### src/hw/ssir_defines.svh
`ifndef SSIR_DEFINES_SVH
`define SSIR_DEFINES_SVH

// ----------------------------------------
// register offsets
// ----------------------------------------
`define SSIR_OFF_STATUS 8'h02
`define SSIR_OFF_CODE 8'h04
`define SSIR_OFF_STEP 8'h05
`define SSIR_OFF_CTRL 8'h10
`define SSIR_OFF_FLAGS 8'h11

// ----------------------------------------
// control and status bit positions
// ----------------------------------------
`define SSIR_CTRL_AUTO_SEL 0
`define SSIR_CTRL_AUTO_RESEL 1
`define SSIR_CTRL_MSGOUT_AFTER_SEL 2
`define SSIR_STAT_DATA_REQ 2
`define SSIR_STAT_INT_PEND 7

// ----------------------------------------
// interrupt codes
// ----------------------------------------
`define SSIR_IC_RESET_COND 8'h01
`define SSIR_IC_OFFSET_ERR 8'h29
`define SSIR_IC_REQACK_TMO 8'h2C
`define SSIR_IC_PHASE_ERR 8'h32
`define SSIR_IC_DISCONNECTED 8'h70
`define SSIR_IC_REQ_ASSERTED 8'h71
`define SSIR_IC_SELECTED 8'h80
`define SSIR_IC_SELECTED_ATN 8'h81
`define SSIR_IC_SEL_TIMEOUT 8'h82
`define SSIR_IC_RESELECTED 8'h90
`define SSIR_IC_AUTO_NO_ATN 8'hA0
`define SSIR_IC_AUTO_MSG 8'hA1
`define SSIR_IC_AUTO_BAD_IDENT 8'hA2
`define SSIR_IC_AUTO_IDENT_MSG 8'hA3
`define SSIR_IC_AUTO_UNK_CDB 8'hA4
`define SSIR_IC_AUTO_UNK_CDB_ID 8'hA5
`define SSIR_IC_AUTO_CDB 8'hA6
`define SSIR_IC_AUTO_CDB_ID 8'hA7
`define SSIR_IC_AUTO_CDB_MSG 8'hA8
`define SSIR_IC_AUTO_CDB_ID_MSG 8'hA9
`define SSIR_IC_AUTO_CDB_ATN 8'hAA
`define SSIR_IC_RESEL_PHASE_ERR 8'hB0
`define SSIR_IC_RESEL_MSG 8'hB1

// ----------------------------------------
// identify message illegal bits 5,4,3
// ----------------------------------------
`define SSIR_IDENT_BAD_MASK 8'h38
`define SSIR_STEP_IDLE 8'h00

`endif

### src/hw/ssir_pkg.sv
package ssir_pkg;

  // ----------------------------------------
  // types
  // ----------------------------------------
  typedef enum logic [2:0] {
    SSIR_EV_IDLE = 3'b001,
    SSIR_EV_ARMED = 3'b010,
    SSIR_EV_TERM = 3'b100
  } ssir_err_state_t;

  // step source selector
  typedef enum logic [1:0] {
    SSIR_CTX_READY = 2'd0,
    SSIR_CTX_DISCRETE = 2'd1,
    SSIR_CTX_PROGRAM = 2'd2,
    SSIR_CTX_AUTO = 2'd3
  } ssir_ctx_t;

endpackage : ssir_pkg

### src/hw/ssir_report.sv
`timescale 1ns/1ns
`include "ssir_defines.svh"

// ----------------------------------------
// selection / error interrupt reporting
// ----------------------------------------
// Functional notes
// RQ1: selection or reselection timeout raises code 82.
// RQ2: reselected as initiator raises 90 only when auto reselection response is off.
// RQ3: selected as target with auto response off raises 80, or 81 with ATN.
// RQ4: auto reselection: other phase raises B0, one message received raises B1.
// RQ5: auto selection into message out without ATN raises A0.
// RQ6: auto selection: plain message raises A1, identify with bits 5..3 set raises A2.
// RQ7: valid identify then one more message raises A3.
// RQ8: unknown group 6/7 length keeps first byte, raises A4, or A5 after identify.
// RQ9: complete command block raises A6, or A7 after identify.
// RQ10: attention message after command raises A8/A9; late attention without selection ATN raises AA.
// RQ11: host decodes by reading code at 04 and step at 05.
// RQ12: discrete/sequential command step sits in step bits 3..0.
// RQ13: user program: completed count in bits 7..4, step in bits 3..0.
// RQ14: auto selection: sequence type in bits 7..4, step in bits 3..0.
// RQ15: ready-state interrupts report step zero.
// RQ16: handshake timeout stops transfer and raises REQ/ACK timeout in either role.
// RQ17: initiator offset error asserts ATN, continues, reports at end or message out.
// RQ18: initiator offset error then other phase reports offset and phase errors.
// RQ19: target offset error suspends, terminates, then reports offset error.
// RQ20: initiator data-in offset overrun with full register flags error, asserts ATN, continues.
// RQ21: host treats long data request silence as a stall.
// RQ22: host pauses, services requests, reads 67 and 29, toggles ACK till phase change.
// RQ23: code 29 marks more REQ/ACK edges than the programmed offset.
// RQ24: code and step are held together until the host reads them.
module ssir_report
  import ssir_pkg::*;
(
  // clock and reset
  input wire logic core_clk,
  input wire logic arst_n,
  // register port
  input wire logic [7:0] reg_addr,
  input wire logic [7:0] reg_wdata,
  input wire logic reg_wr,
  input wire logic reg_rd,
  output logic [7:0] reg_rdata,
  // role and context from sequencer
  input wire logic is_target,
  input wire logic [1:0] op_ctx,
  input wire logic [3:0] cmd_step,
  input wire logic [3:0] cmds_done,
  input wire logic [3:0] auto_seq_type,
  input wire logic data_req,
  // selection timeout and ready-state events, one-cycle pulses
  input wire logic ev_sel_timeout,
  input wire logic ev_reselected,
  input wire logic ev_selected,
  input wire logic ev_sel_atn,
  input wire logic ev_disconnected,
  input wire logic ev_reset_cond,
  input wire logic ev_req_asserted,
  // automatic response events, one-cycle pulses
  input wire logic ev_resel_phase,
  input wire logic ev_msg_rx,
  input wire logic [7:0] msg_byte,
  input wire logic ev_msgout_no_atn,
  input wire logic ev_cdb_rx,
  input wire logic ev_cdb_unknown,
  input wire logic ev_atn_msg,
  input wire logic ev_late_atn,
  // transfer error events, one-cycle pulses
  input wire logic ev_handshake_tmo,
  input wire logic ev_offset_err,
  input wire logic ev_xfer_done,
  input wire logic ev_phase_change,
  input wire logic new_phase_msgout,
  input wire logic ev_term_done,
  input wire logic data_reg_full,
  // outputs to transfer logic
  output logic xfer_stop,
  output logic atn_assert,
  output logic cdb_first_only,
  output logic int_pending
);

  // ----------------------------------------
  // state
  // ----------------------------------------
  logic [7:0] code_reg, code_next;
  logic [7:0] step_reg, step_next;
  logic pend_reg, pend_next;
  logic [2:0] ctrl_reg;
  logic ident_reg, ident_next;
  logic sel_atn_reg, sel_atn_next;
  logic phase_err_reg, phase_err_next;
  logic [7:0] rdata_reg;
  ssir_err_state_t err_reg, err_next;

  wire logic auto_sel = ctrl_reg[`SSIR_CTRL_AUTO_SEL];
  wire logic auto_resel = ctrl_reg[`SSIR_CTRL_AUTO_RESEL];
  wire logic msgout_cfg = ctrl_reg[`SSIR_CTRL_MSGOUT_AFTER_SEL];

  // ----------------------------------------
  // synchronise the pin-side data request level
  // ----------------------------------------
  logic dma_transfer_request_s1_reg, dma_transfer_request_s2_reg;

  always_ff @(posedge core_clk or negedge arst_n)
  begin
    if (!arst_n)
    begin
      dma_transfer_request_s1_reg <= 1'b0;
      dma_transfer_request_s2_reg <= 1'b0;
    end
    else
    begin
      dma_transfer_request_s1_reg <= data_req;
      dma_transfer_request_s2_reg <= dma_transfer_request_s1_reg;
    end
  end

  // step value for the current context
  function automatic logic [7:0] ssir_step(input logic [1:0] ctx, input logic [3:0] st,
                                          input logic [3:0] cnt, input logic [3:0] typ);
    logic [7:0] r;
    r = `SSIR_STEP_IDLE;
    case (ctx)
      SSIR_CTX_DISCRETE: r = {4'h0, st}; // RQ12
      SSIR_CTX_PROGRAM: r = {cnt, st}; // RQ13
      SSIR_CTX_AUTO: r = {typ, st}; // RQ14
      default: r = `SSIR_STEP_IDLE;
    endcase
    return r;
  endfunction : ssir_step

  // ----------------------------------------
  // event decode
  // ----------------------------------------
  wire logic ident_msg = msg_byte[7];
  wire logic ident_bad = ident_msg && ((msg_byte & `SSIR_IDENT_BAD_MASK) != 8'h00);
  wire logic [7:0] ctx_step = ssir_step(op_ctx, cmd_step, cmds_done, auto_seq_type);
  wire logic rd_code = reg_rd && (reg_addr == `SSIR_OFF_CODE);
  wire logic rd_step = reg_rd && (reg_addr == `SSIR_OFF_STEP);
  wire logic init_offset = ev_offset_err && !is_target;

  // ----------------------------------------
  // interrupt selection and error sequencing
  // ----------------------------------------
  logic ev_any;
  logic [7:0] ev_code;
  logic ev_ready;

  always_comb
  begin
    ev_any = 1'b0;
    ev_code = 8'h00;
    ev_ready = 1'b0;
    err_next = err_reg;
    ident_next = ident_reg;
    sel_atn_next = sel_atn_reg;
    phase_err_next = phase_err_reg;
    // selection timeout and ready-state events
    if (ev_reset_cond)
    begin
      ev_any = 1'b1;
      ev_code = `SSIR_IC_RESET_COND;
      ev_ready = 1'b1;
    end
    else if (ev_sel_timeout)
    begin
      ev_any = 1'b1;
      ev_code = `SSIR_IC_SEL_TIMEOUT; // RQ1
    end
    else if (ev_reselected && !auto_resel)
    begin
      ev_any = 1'b1;
      ev_code = `SSIR_IC_RESELECTED; // RQ2
      ev_ready = 1'b1;
    end
    else if ((ev_selected || ev_sel_atn) && !auto_sel)
    begin
      ev_any = 1'b1;
      ev_code = ev_sel_atn ? `SSIR_IC_SELECTED_ATN : `SSIR_IC_SELECTED; // RQ3
      ev_ready = 1'b1;
    end
    else if (ev_disconnected || ev_req_asserted)
    begin
      ev_any = 1'b1;
      ev_code = ev_disconnected ? `SSIR_IC_DISCONNECTED : `SSIR_IC_REQ_ASSERTED;
      ev_ready = 1'b1;
    end
    // automatic reselection response
    else if (auto_resel && !is_target && ev_resel_phase)
    begin
      ev_any = 1'b1;
      ev_code = `SSIR_IC_RESEL_PHASE_ERR; // RQ4
    end
    else if (auto_resel && !is_target && ev_msg_rx)
    begin
      ev_any = 1'b1;
      ev_code = `SSIR_IC_RESEL_MSG; // RQ4
    end
    // automatic selection response
    else if (auto_sel && is_target)
    begin
      if (ev_selected || ev_sel_atn)
      begin
        sel_atn_next = ev_sel_atn;
        ident_next = 1'b0;
      end
      else if (ev_msgout_no_atn && msgout_cfg)
      begin
        ev_any = 1'b1;
        ev_code = `SSIR_IC_AUTO_NO_ATN; // RQ5
      end
      else if (ev_msg_rx && ident_reg)
      begin
        ev_any = 1'b1;
        ev_code = `SSIR_IC_AUTO_IDENT_MSG; // RQ7
      end
      else if (ev_msg_rx && ident_bad)
      begin
        ev_any = 1'b1;
        ev_code = `SSIR_IC_AUTO_BAD_IDENT; // RQ6
      end
      else if (ev_msg_rx && ident_msg)
        ident_next = 1'b1;
      else if (ev_msg_rx)
      begin
        ev_any = 1'b1;
        ev_code = `SSIR_IC_AUTO_MSG; // RQ6
      end
      else if (ev_cdb_unknown)
      begin
        ev_any = 1'b1;
        ev_code = ident_reg ? `SSIR_IC_AUTO_UNK_CDB_ID : `SSIR_IC_AUTO_UNK_CDB; // RQ8
      end
      else if (ev_cdb_rx && ev_late_atn && !sel_atn_reg)
      begin
        ev_any = 1'b1;
        ev_code = `SSIR_IC_AUTO_CDB_ATN; // RQ10
      end
      else if (ev_cdb_rx && ev_atn_msg)
      begin
        ev_any = 1'b1;
        ev_code = ident_reg ? `SSIR_IC_AUTO_CDB_ID_MSG : `SSIR_IC_AUTO_CDB_MSG; // RQ10
      end
      else if (ev_cdb_rx)
      begin
        ev_any = 1'b1;
        ev_code = ident_reg ? `SSIR_IC_AUTO_CDB_ID : `SSIR_IC_AUTO_CDB; // RQ9
      end
    end
    // transfer errors
    if (ev_handshake_tmo && !ev_any)
    begin
      ev_any = 1'b1;
      ev_code = `SSIR_IC_REQACK_TMO; // RQ16
      err_next = SSIR_EV_IDLE;
    end
    else
    begin
      unique case (err_reg)
        SSIR_EV_IDLE:
        begin
          // a pending phase error survives here until it is loaded
          if (ev_offset_err)
            err_next = is_target ? SSIR_EV_TERM : SSIR_EV_ARMED; // RQ17 RQ19 RQ20
        end
        SSIR_EV_ARMED:
        begin
          if (!ev_any && (ev_xfer_done || (ev_phase_change && new_phase_msgout)))
          begin
            ev_any = 1'b1;
            ev_code = `SSIR_IC_OFFSET_ERR; // RQ17 RQ23
            err_next = SSIR_EV_IDLE;
          end
          else if (!ev_any && ev_phase_change)
          begin
            ev_any = 1'b1;
            ev_code = `SSIR_IC_OFFSET_ERR; // RQ18
            phase_err_next = 1'b1;
            err_next = SSIR_EV_IDLE;
          end
        end
        SSIR_EV_TERM:
        begin
          if (!ev_any && ev_term_done)
          begin
            ev_any = 1'b1;
            ev_code = `SSIR_IC_OFFSET_ERR; // RQ19
            err_next = SSIR_EV_IDLE;
          end
        end
      endcase
    end
  end

  // ----------------------------------------
  // latch code and step; hold until host reads
  // ----------------------------------------
  wire logic acked = pend_reg && rd_step;
  wire logic can_load = !pend_reg || acked;

  always_comb
  begin
    code_next = code_reg;
    step_next = step_reg;
    pend_next = pend_reg && !acked; // RQ11
    if (ev_any && can_load)
    begin
      code_next = ev_code; // RQ24
      step_next = ev_ready ? `SSIR_STEP_IDLE : ctx_step; // RQ15
      pend_next = 1'b1;
    end
    else if (phase_err_reg && can_load && err_reg == SSIR_EV_IDLE)
    begin
      code_next = `SSIR_IC_PHASE_ERR; // RQ18
      step_next = ctx_step;
      pend_next = 1'b1;
    end
  end

  wire logic phase_taken = phase_err_reg && can_load && !ev_any && err_reg == SSIR_EV_IDLE;

  // ----------------------------------------
  // register read mux
  // ----------------------------------------
  wire logic [7:0] stat_val = {pend_reg, 4'h0, dma_transfer_request_s2_reg, 2'b00};
  wire logic [7:0] rd_mux =
    (reg_addr == `SSIR_OFF_STATUS) ? stat_val :
    rd_code ? code_reg :
    rd_step ? step_reg :
    (reg_addr == `SSIR_OFF_CTRL) ? {5'h00, ctrl_reg} :
    (reg_addr == `SSIR_OFF_FLAGS) ? {5'h00, err_reg} : 8'h00;

  // ----------------------------------------
  // registers
  // ----------------------------------------
  always_ff @(posedge core_clk or negedge arst_n)
  begin
    if (!arst_n)
    begin
      code_reg <= 8'h00;
      step_reg <= 8'h00;
      pend_reg <= 1'b0;
      ctrl_reg <= 3'b000;
      ident_reg <= 1'b0;
      sel_atn_reg <= 1'b0;
      phase_err_reg <= 1'b0;
      err_reg <= SSIR_EV_IDLE;
      rdata_reg <= 8'h00;
    end
    else
    begin
      code_reg <= code_next;
      step_reg <= step_next;
      pend_reg <= pend_next;
      ident_reg <= ident_next;
      sel_atn_reg <= sel_atn_next;
      phase_err_reg <= phase_taken ? 1'b0 : phase_err_next;
      err_reg <= err_next;
      if (reg_wr && reg_addr == `SSIR_OFF_CTRL)
        ctrl_reg <= reg_wdata[2:0];
      if (reg_rd)
        rdata_reg <= rd_mux;
    end
  end

  // ----------------------------------------
  // outputs
  // ----------------------------------------
  assign reg_rdata = rdata_reg;
  assign int_pending = pend_reg;
  assign xfer_stop = ev_handshake_tmo || (ev_offset_err && is_target) ||
                     err_reg == SSIR_EV_TERM; // RQ16 RQ19
  assign atn_assert = init_offset || err_reg == SSIR_EV_ARMED; // RQ17 RQ20
  assign cdb_first_only = ev_cdb_unknown && auto_sel; // RQ8

endmodule : ssir_report

### config.mk
export PLATFORM = sky130hd
export DESIGN_NAME = ssir_report
export DESIGN_NICKNAME = d
export VERILOG_FILES = /design/src/hw/ssir_pkg.sv /design/src/hw/ssir_report.sv
export VERILOG_INCLUDE_DIRS = /design/src /design/src/hw
export SDC_FILE = /design/constraint.sdc
export NUM_CORES = 1
export LEC_CHECK = 0
export ABC_AREA = 1
export BUFFER_PORTS_ARGS = -buffer_cell sky130_fd_sc_hd__clkbuf_2
export CORE_MARGIN = 2
export CORE_UTILIZATION = 48
export CTS_BUF_LIST = sky130_fd_sc_hd__clkbuf_4 sky130_fd_sc_hd__clkbuf_8
export DETAILED_ROUTE_END_ITERATION = 8
export PLACE_DENSITY = 0.79
export SLEW_MARGIN = 20
export SYNTH_ARGS = -nofsm -noshare
export SYNTH_HDL_FRONTEND = slang
export SYNTH_SLANG_ARGS = --single-unit
### constraint.sdc
create_clock -name core_clk -period 1.4 [get_ports core_clk]
set_input_delay 0.14 -clock core_clk [delete_from_list [all_inputs] [get_ports core_clk]]
set_output_delay 0.14 -clock core_clk [all_outputs]
set_load 0.01 [all_outputs]
==> flow_summary_export.csv <==
group,metric,value,unit
outcome,status,"finished, violations left",
outcome,failed_checks,"negative setup slack",
placed_design,io_buffers,66,
worst_setup_path,path_class,"flip-flop to flip-flop",
timing,hold-worst-slack,78.03,ps
worst_setup_path,critPathLaunchType,"flip-flop",
grt,grt_pass1_vias,2555,
synthesis,yosysTopAreaCell,"dfrtp_1",
final_layout,drive_above_1_share,41.63,%
worst_setup_path,critical-path-top-delay-family,"simple AND/OR/NAND/NOR gates",
final_layout,num-fill-cells,352,
routing,wire_per_inst,13.66,um
power,pwr_density_cell,1078,nW/um2
placed_design,place_congestion,0.8584,
final_layout,area_growth,48.14,%
floorplan,core,4755,um2
power,power.total,3.810,mW
floorplan,rows,25,
final_layout,diodes,0,
routing,drc,0,
final_layout,nets,530,
synthesis,syn_nets,402,
timing,setup_viol,24,
clock_tree,htreeDepth,2,
timing,fin_crit_sh,121.6,%
timing,worst_slack,-303.0,ps
timing,rsz0062_at_grt,"yes",
final_layout,final_cell_count_no_fill,533,
synthesis,synth_warnings,0,
power,vdd_drop_max,1.040,mV
worst_setup_path,cpPeakStageDelay,450,ps
grt,grt_overflow,0,
flow_run,maxCapViolCount,0,
worst_setup_path,cp-end-kind,"flip-flop",
routing,drt-initial-drc-count,168,
synthesis,yosys.cell_types.count,32,
timing,fin_worst_skew,11.76,ps
timing,slew_headroom,69.04,%
synthesis,syn_area,2386,um2
grt,antenna_found_initial,0,
timing,hold_violations,0,
synthesis,synth_top_area_share,36.71,%
routing,dr.pass1.iters,5,
floorplan,die_w,74.51,um
floorplan,die_h,74.51,um
routing,vias,2819,
clock_tree,cts_buffers,5,
floorplan,die_area,5551,um2
floorplan,io_pins,77,
routing,avgViaCountPerCell,5.289,
power,p_leak,1.946,nW
timing,fin_crit,1703,ps
worst_setup_path,path_cells,"nor3_4 > inv_2 > o21ai_2 > nor2_2 > nand2_4 > nand2_8 > inv_6 > nand3_1 > nand2_1 > inv_1",
synthesis,yosysSeqAreaShare,37.81,%
timing,tns,-5023,ps
routing,drt-total-wl,7280,um
synthesis,ys_ff_latch,36,
timing,fmax,587.2,MHz
placed_design,dp_hpwl,4894,um
synthesis,ys_top_cells_by_area,"dfrtp_1 (37%), nand2_1 (15%), nand3_1 (10%)",
synthesis,syn_area_per_cell,7.080,um2
clock_tree,cts_tree,"yes",
clock_tree,cts-root-buf,"clkbuf_8",
clock_tree,insertion_delay,310,ps
timing,slew_violations,0,
routing,ant_nets,0,
grt,grt_max_degree,37,
grt,grtUsageTotal,26.35,%
timing,worst_slew_pin_slew,464.5,ps
placed_design,dp.cells,506,
clock_tree,cts_sinks,36,
worst_setup_path,slowest_stage,"dfrtp_2",
clock_tree,clockBufferDepth,2,
floorplan,start_util,50.18,%
worst_setup_path,cp_data_arrival_time,1900,ps
clock_tree,clk_pin_slew,80,ps
worst_hold_path,hold_class,"input port to flip-flop",
worst_setup_path,cp.required,1600,ps
worst_setup_path,critical_path.max_fanout,7,
worst_setup_path,cp_num_buf_inv,3,
grt,grt_pass1_wl,11060,um
synthesis,synth_cells,337,
synth_stat cells:
| master | n |
|---|---|
| nor2_4 | 3 |
| nand2_8 | 2 |
| buf_12 | 1 |
| a21oi_1 | 11 |
| nand2_4 | 3 |
| dfstp_2 | 1 |
| a31oi_1 | 2 |
| dfrtp_1 | 35 |
| nand3_2 | 1 |
| nor2_2 | 4 |
| or2_2 | 1 |
| o211ai_1 | 5 |
| nor2_1 | 28 |
| o22ai_1 | 4 |
| clkbuf_1 | 2 |
| o21ai_1 | 2 |
| buf_6 | 1 |
| inv_1 | 47 |
| nand2_1 | 93 |
| nand4_1 | 2 |
| o21bai_1 | 1 |
| nor3_1 | 6 |
| buf_2 | 1 |
| inv_2 | 4 |
| nand4_4 | 1 |
| nand3_4 | 1 |
| o21ai_0 | 18 |
| mux2_2 | 1 |
| nor3_2 | 3 |
| nand2_2 | 4 |
| nor2_8 | 1 |
| nand3_1 | 48 |
path summary, 6_finish.rpt:
path	from	cells after the start	slack (ps)	endpoint
max	err_reg[1]$_DFFE_PN0P_	10	-300	code_reg[5]$_DFFE_PN0P_
min	reg_wdata[2]	2	80	ctrl_reg[2]$_DFFE_PN0P_
max reg2reg	err_reg[1]$_DFFE_PN0P_	10	-300	code_reg[5]$_DFFE_PN0P_
min reg2reg	dma_transfer_request_s1_reg$_DFF_PN0_	0	360	dma_transfer_request_s2_reg$_DFF_PN0_
max in group asynchronous	arst_n	3	630	err_reg[0]$_DFFE_PN1P_
min in group asynchronous	arst_n	3	410	code_reg[1]$_DFFE_PN0P_
repair_timing:
action / in CTS / in global routing
cloned: 2 / 0
hold buffers: 2 / 0
setup buffers: 15 / 0
gates resized for setup: 19 / 25
endpoints found under the hold margin: 36 / 0
pin swaps: 14 / 14
setup endpoints to repair: 25 / 25
per-layer routing:
layer | GRT usage, % | vias up | routed length, um
li1 | - | 1349 | -
met2 | 46.12 | 110 | 3751
met1 | 32.05 | 1346 | 2946
met4 | 9.127 | 0 | 151
met3 | 5.691 | 14 | 430
met5 | 0 | - | 0
report_power, final:
| part | internal (mW) | switching [mW] | total, mW |
|---|---|---|---|
| sequential | 1.30 | 0.192 | 1.49 |
| clock | 0.548 | 0.392 | 0.940 |
| combinational | 0.636 | 0.747 | 1.38 |
final cells by class:
| cell class | count | area (um2) | area share (%) |
|---|---|---|---|
| sequential | 36 | 903.4 | 25.56 |
| timing repair buffer | 124 | 810.8 | 22.94 |
| inverter | 51 | 196.4 | 5.558 |
| multi-input combinational | 247 | 1429 | 40.42 |
| clock buffer | 6 | 76.32 | 2.159 |
| tap | 67 | 83.83 | 2.372 |
| clock inverter | 2 | 35.03 | 0.9912 |
cells by family after synthesis:
family / after synthesis / share of synthesized area [%]
compound gates: 43 / 9.963
buf+inv: 56 / 9.858
flops: 36 / 37.81
mux: 1 / 0.4719
simple gates: 201 / 41.90
through the flow:
| stage | utilization (%) | cell area, um2 | setup slack [ps] |
|---|---|---|---|
| after CTS | 72.39 | 3442 | -158.1 |
| after global routing | 74.34 | 3535 | -375.9 |
| after global placement | 65.13 | 3097 | -152.0 |
| after floorplan | - | 2406 | -126.6 |
| after detailed placement | 65.13 | 3097 | -192.1 |
| final | 74.34 | 3535 | -303.0 |
layout by cell type, fill, tap and decap left out, types with 2 or more instances in the layout:
cell / n
inv_1: 43
nand4_1: 2
nand2_1: 85
buf_6: 4
nor3_1: 4
o21ai_1: 4
buf_4: 50
nand2_4: 6
a31oi_1: 2
clkbuf_8: 5
nor3_2: 2
nand2_2: 10
o211ai_1: 5
dlygate4sd3_1: 2
o22ai_1: 4
buf_12: 2
nor2_2: 5
nor2_1: 26
nor3_4: 3
inv_2: 7
nand3_1: 35
a21oi_1: 10
nor2_4: 4
clkbuf_2: 65
nand2_8: 3
nand3_2: 13
nand3_4: 2
o21ai_0: 15
dfrtp_1: 34
Power figures use the tool's default switching activity.
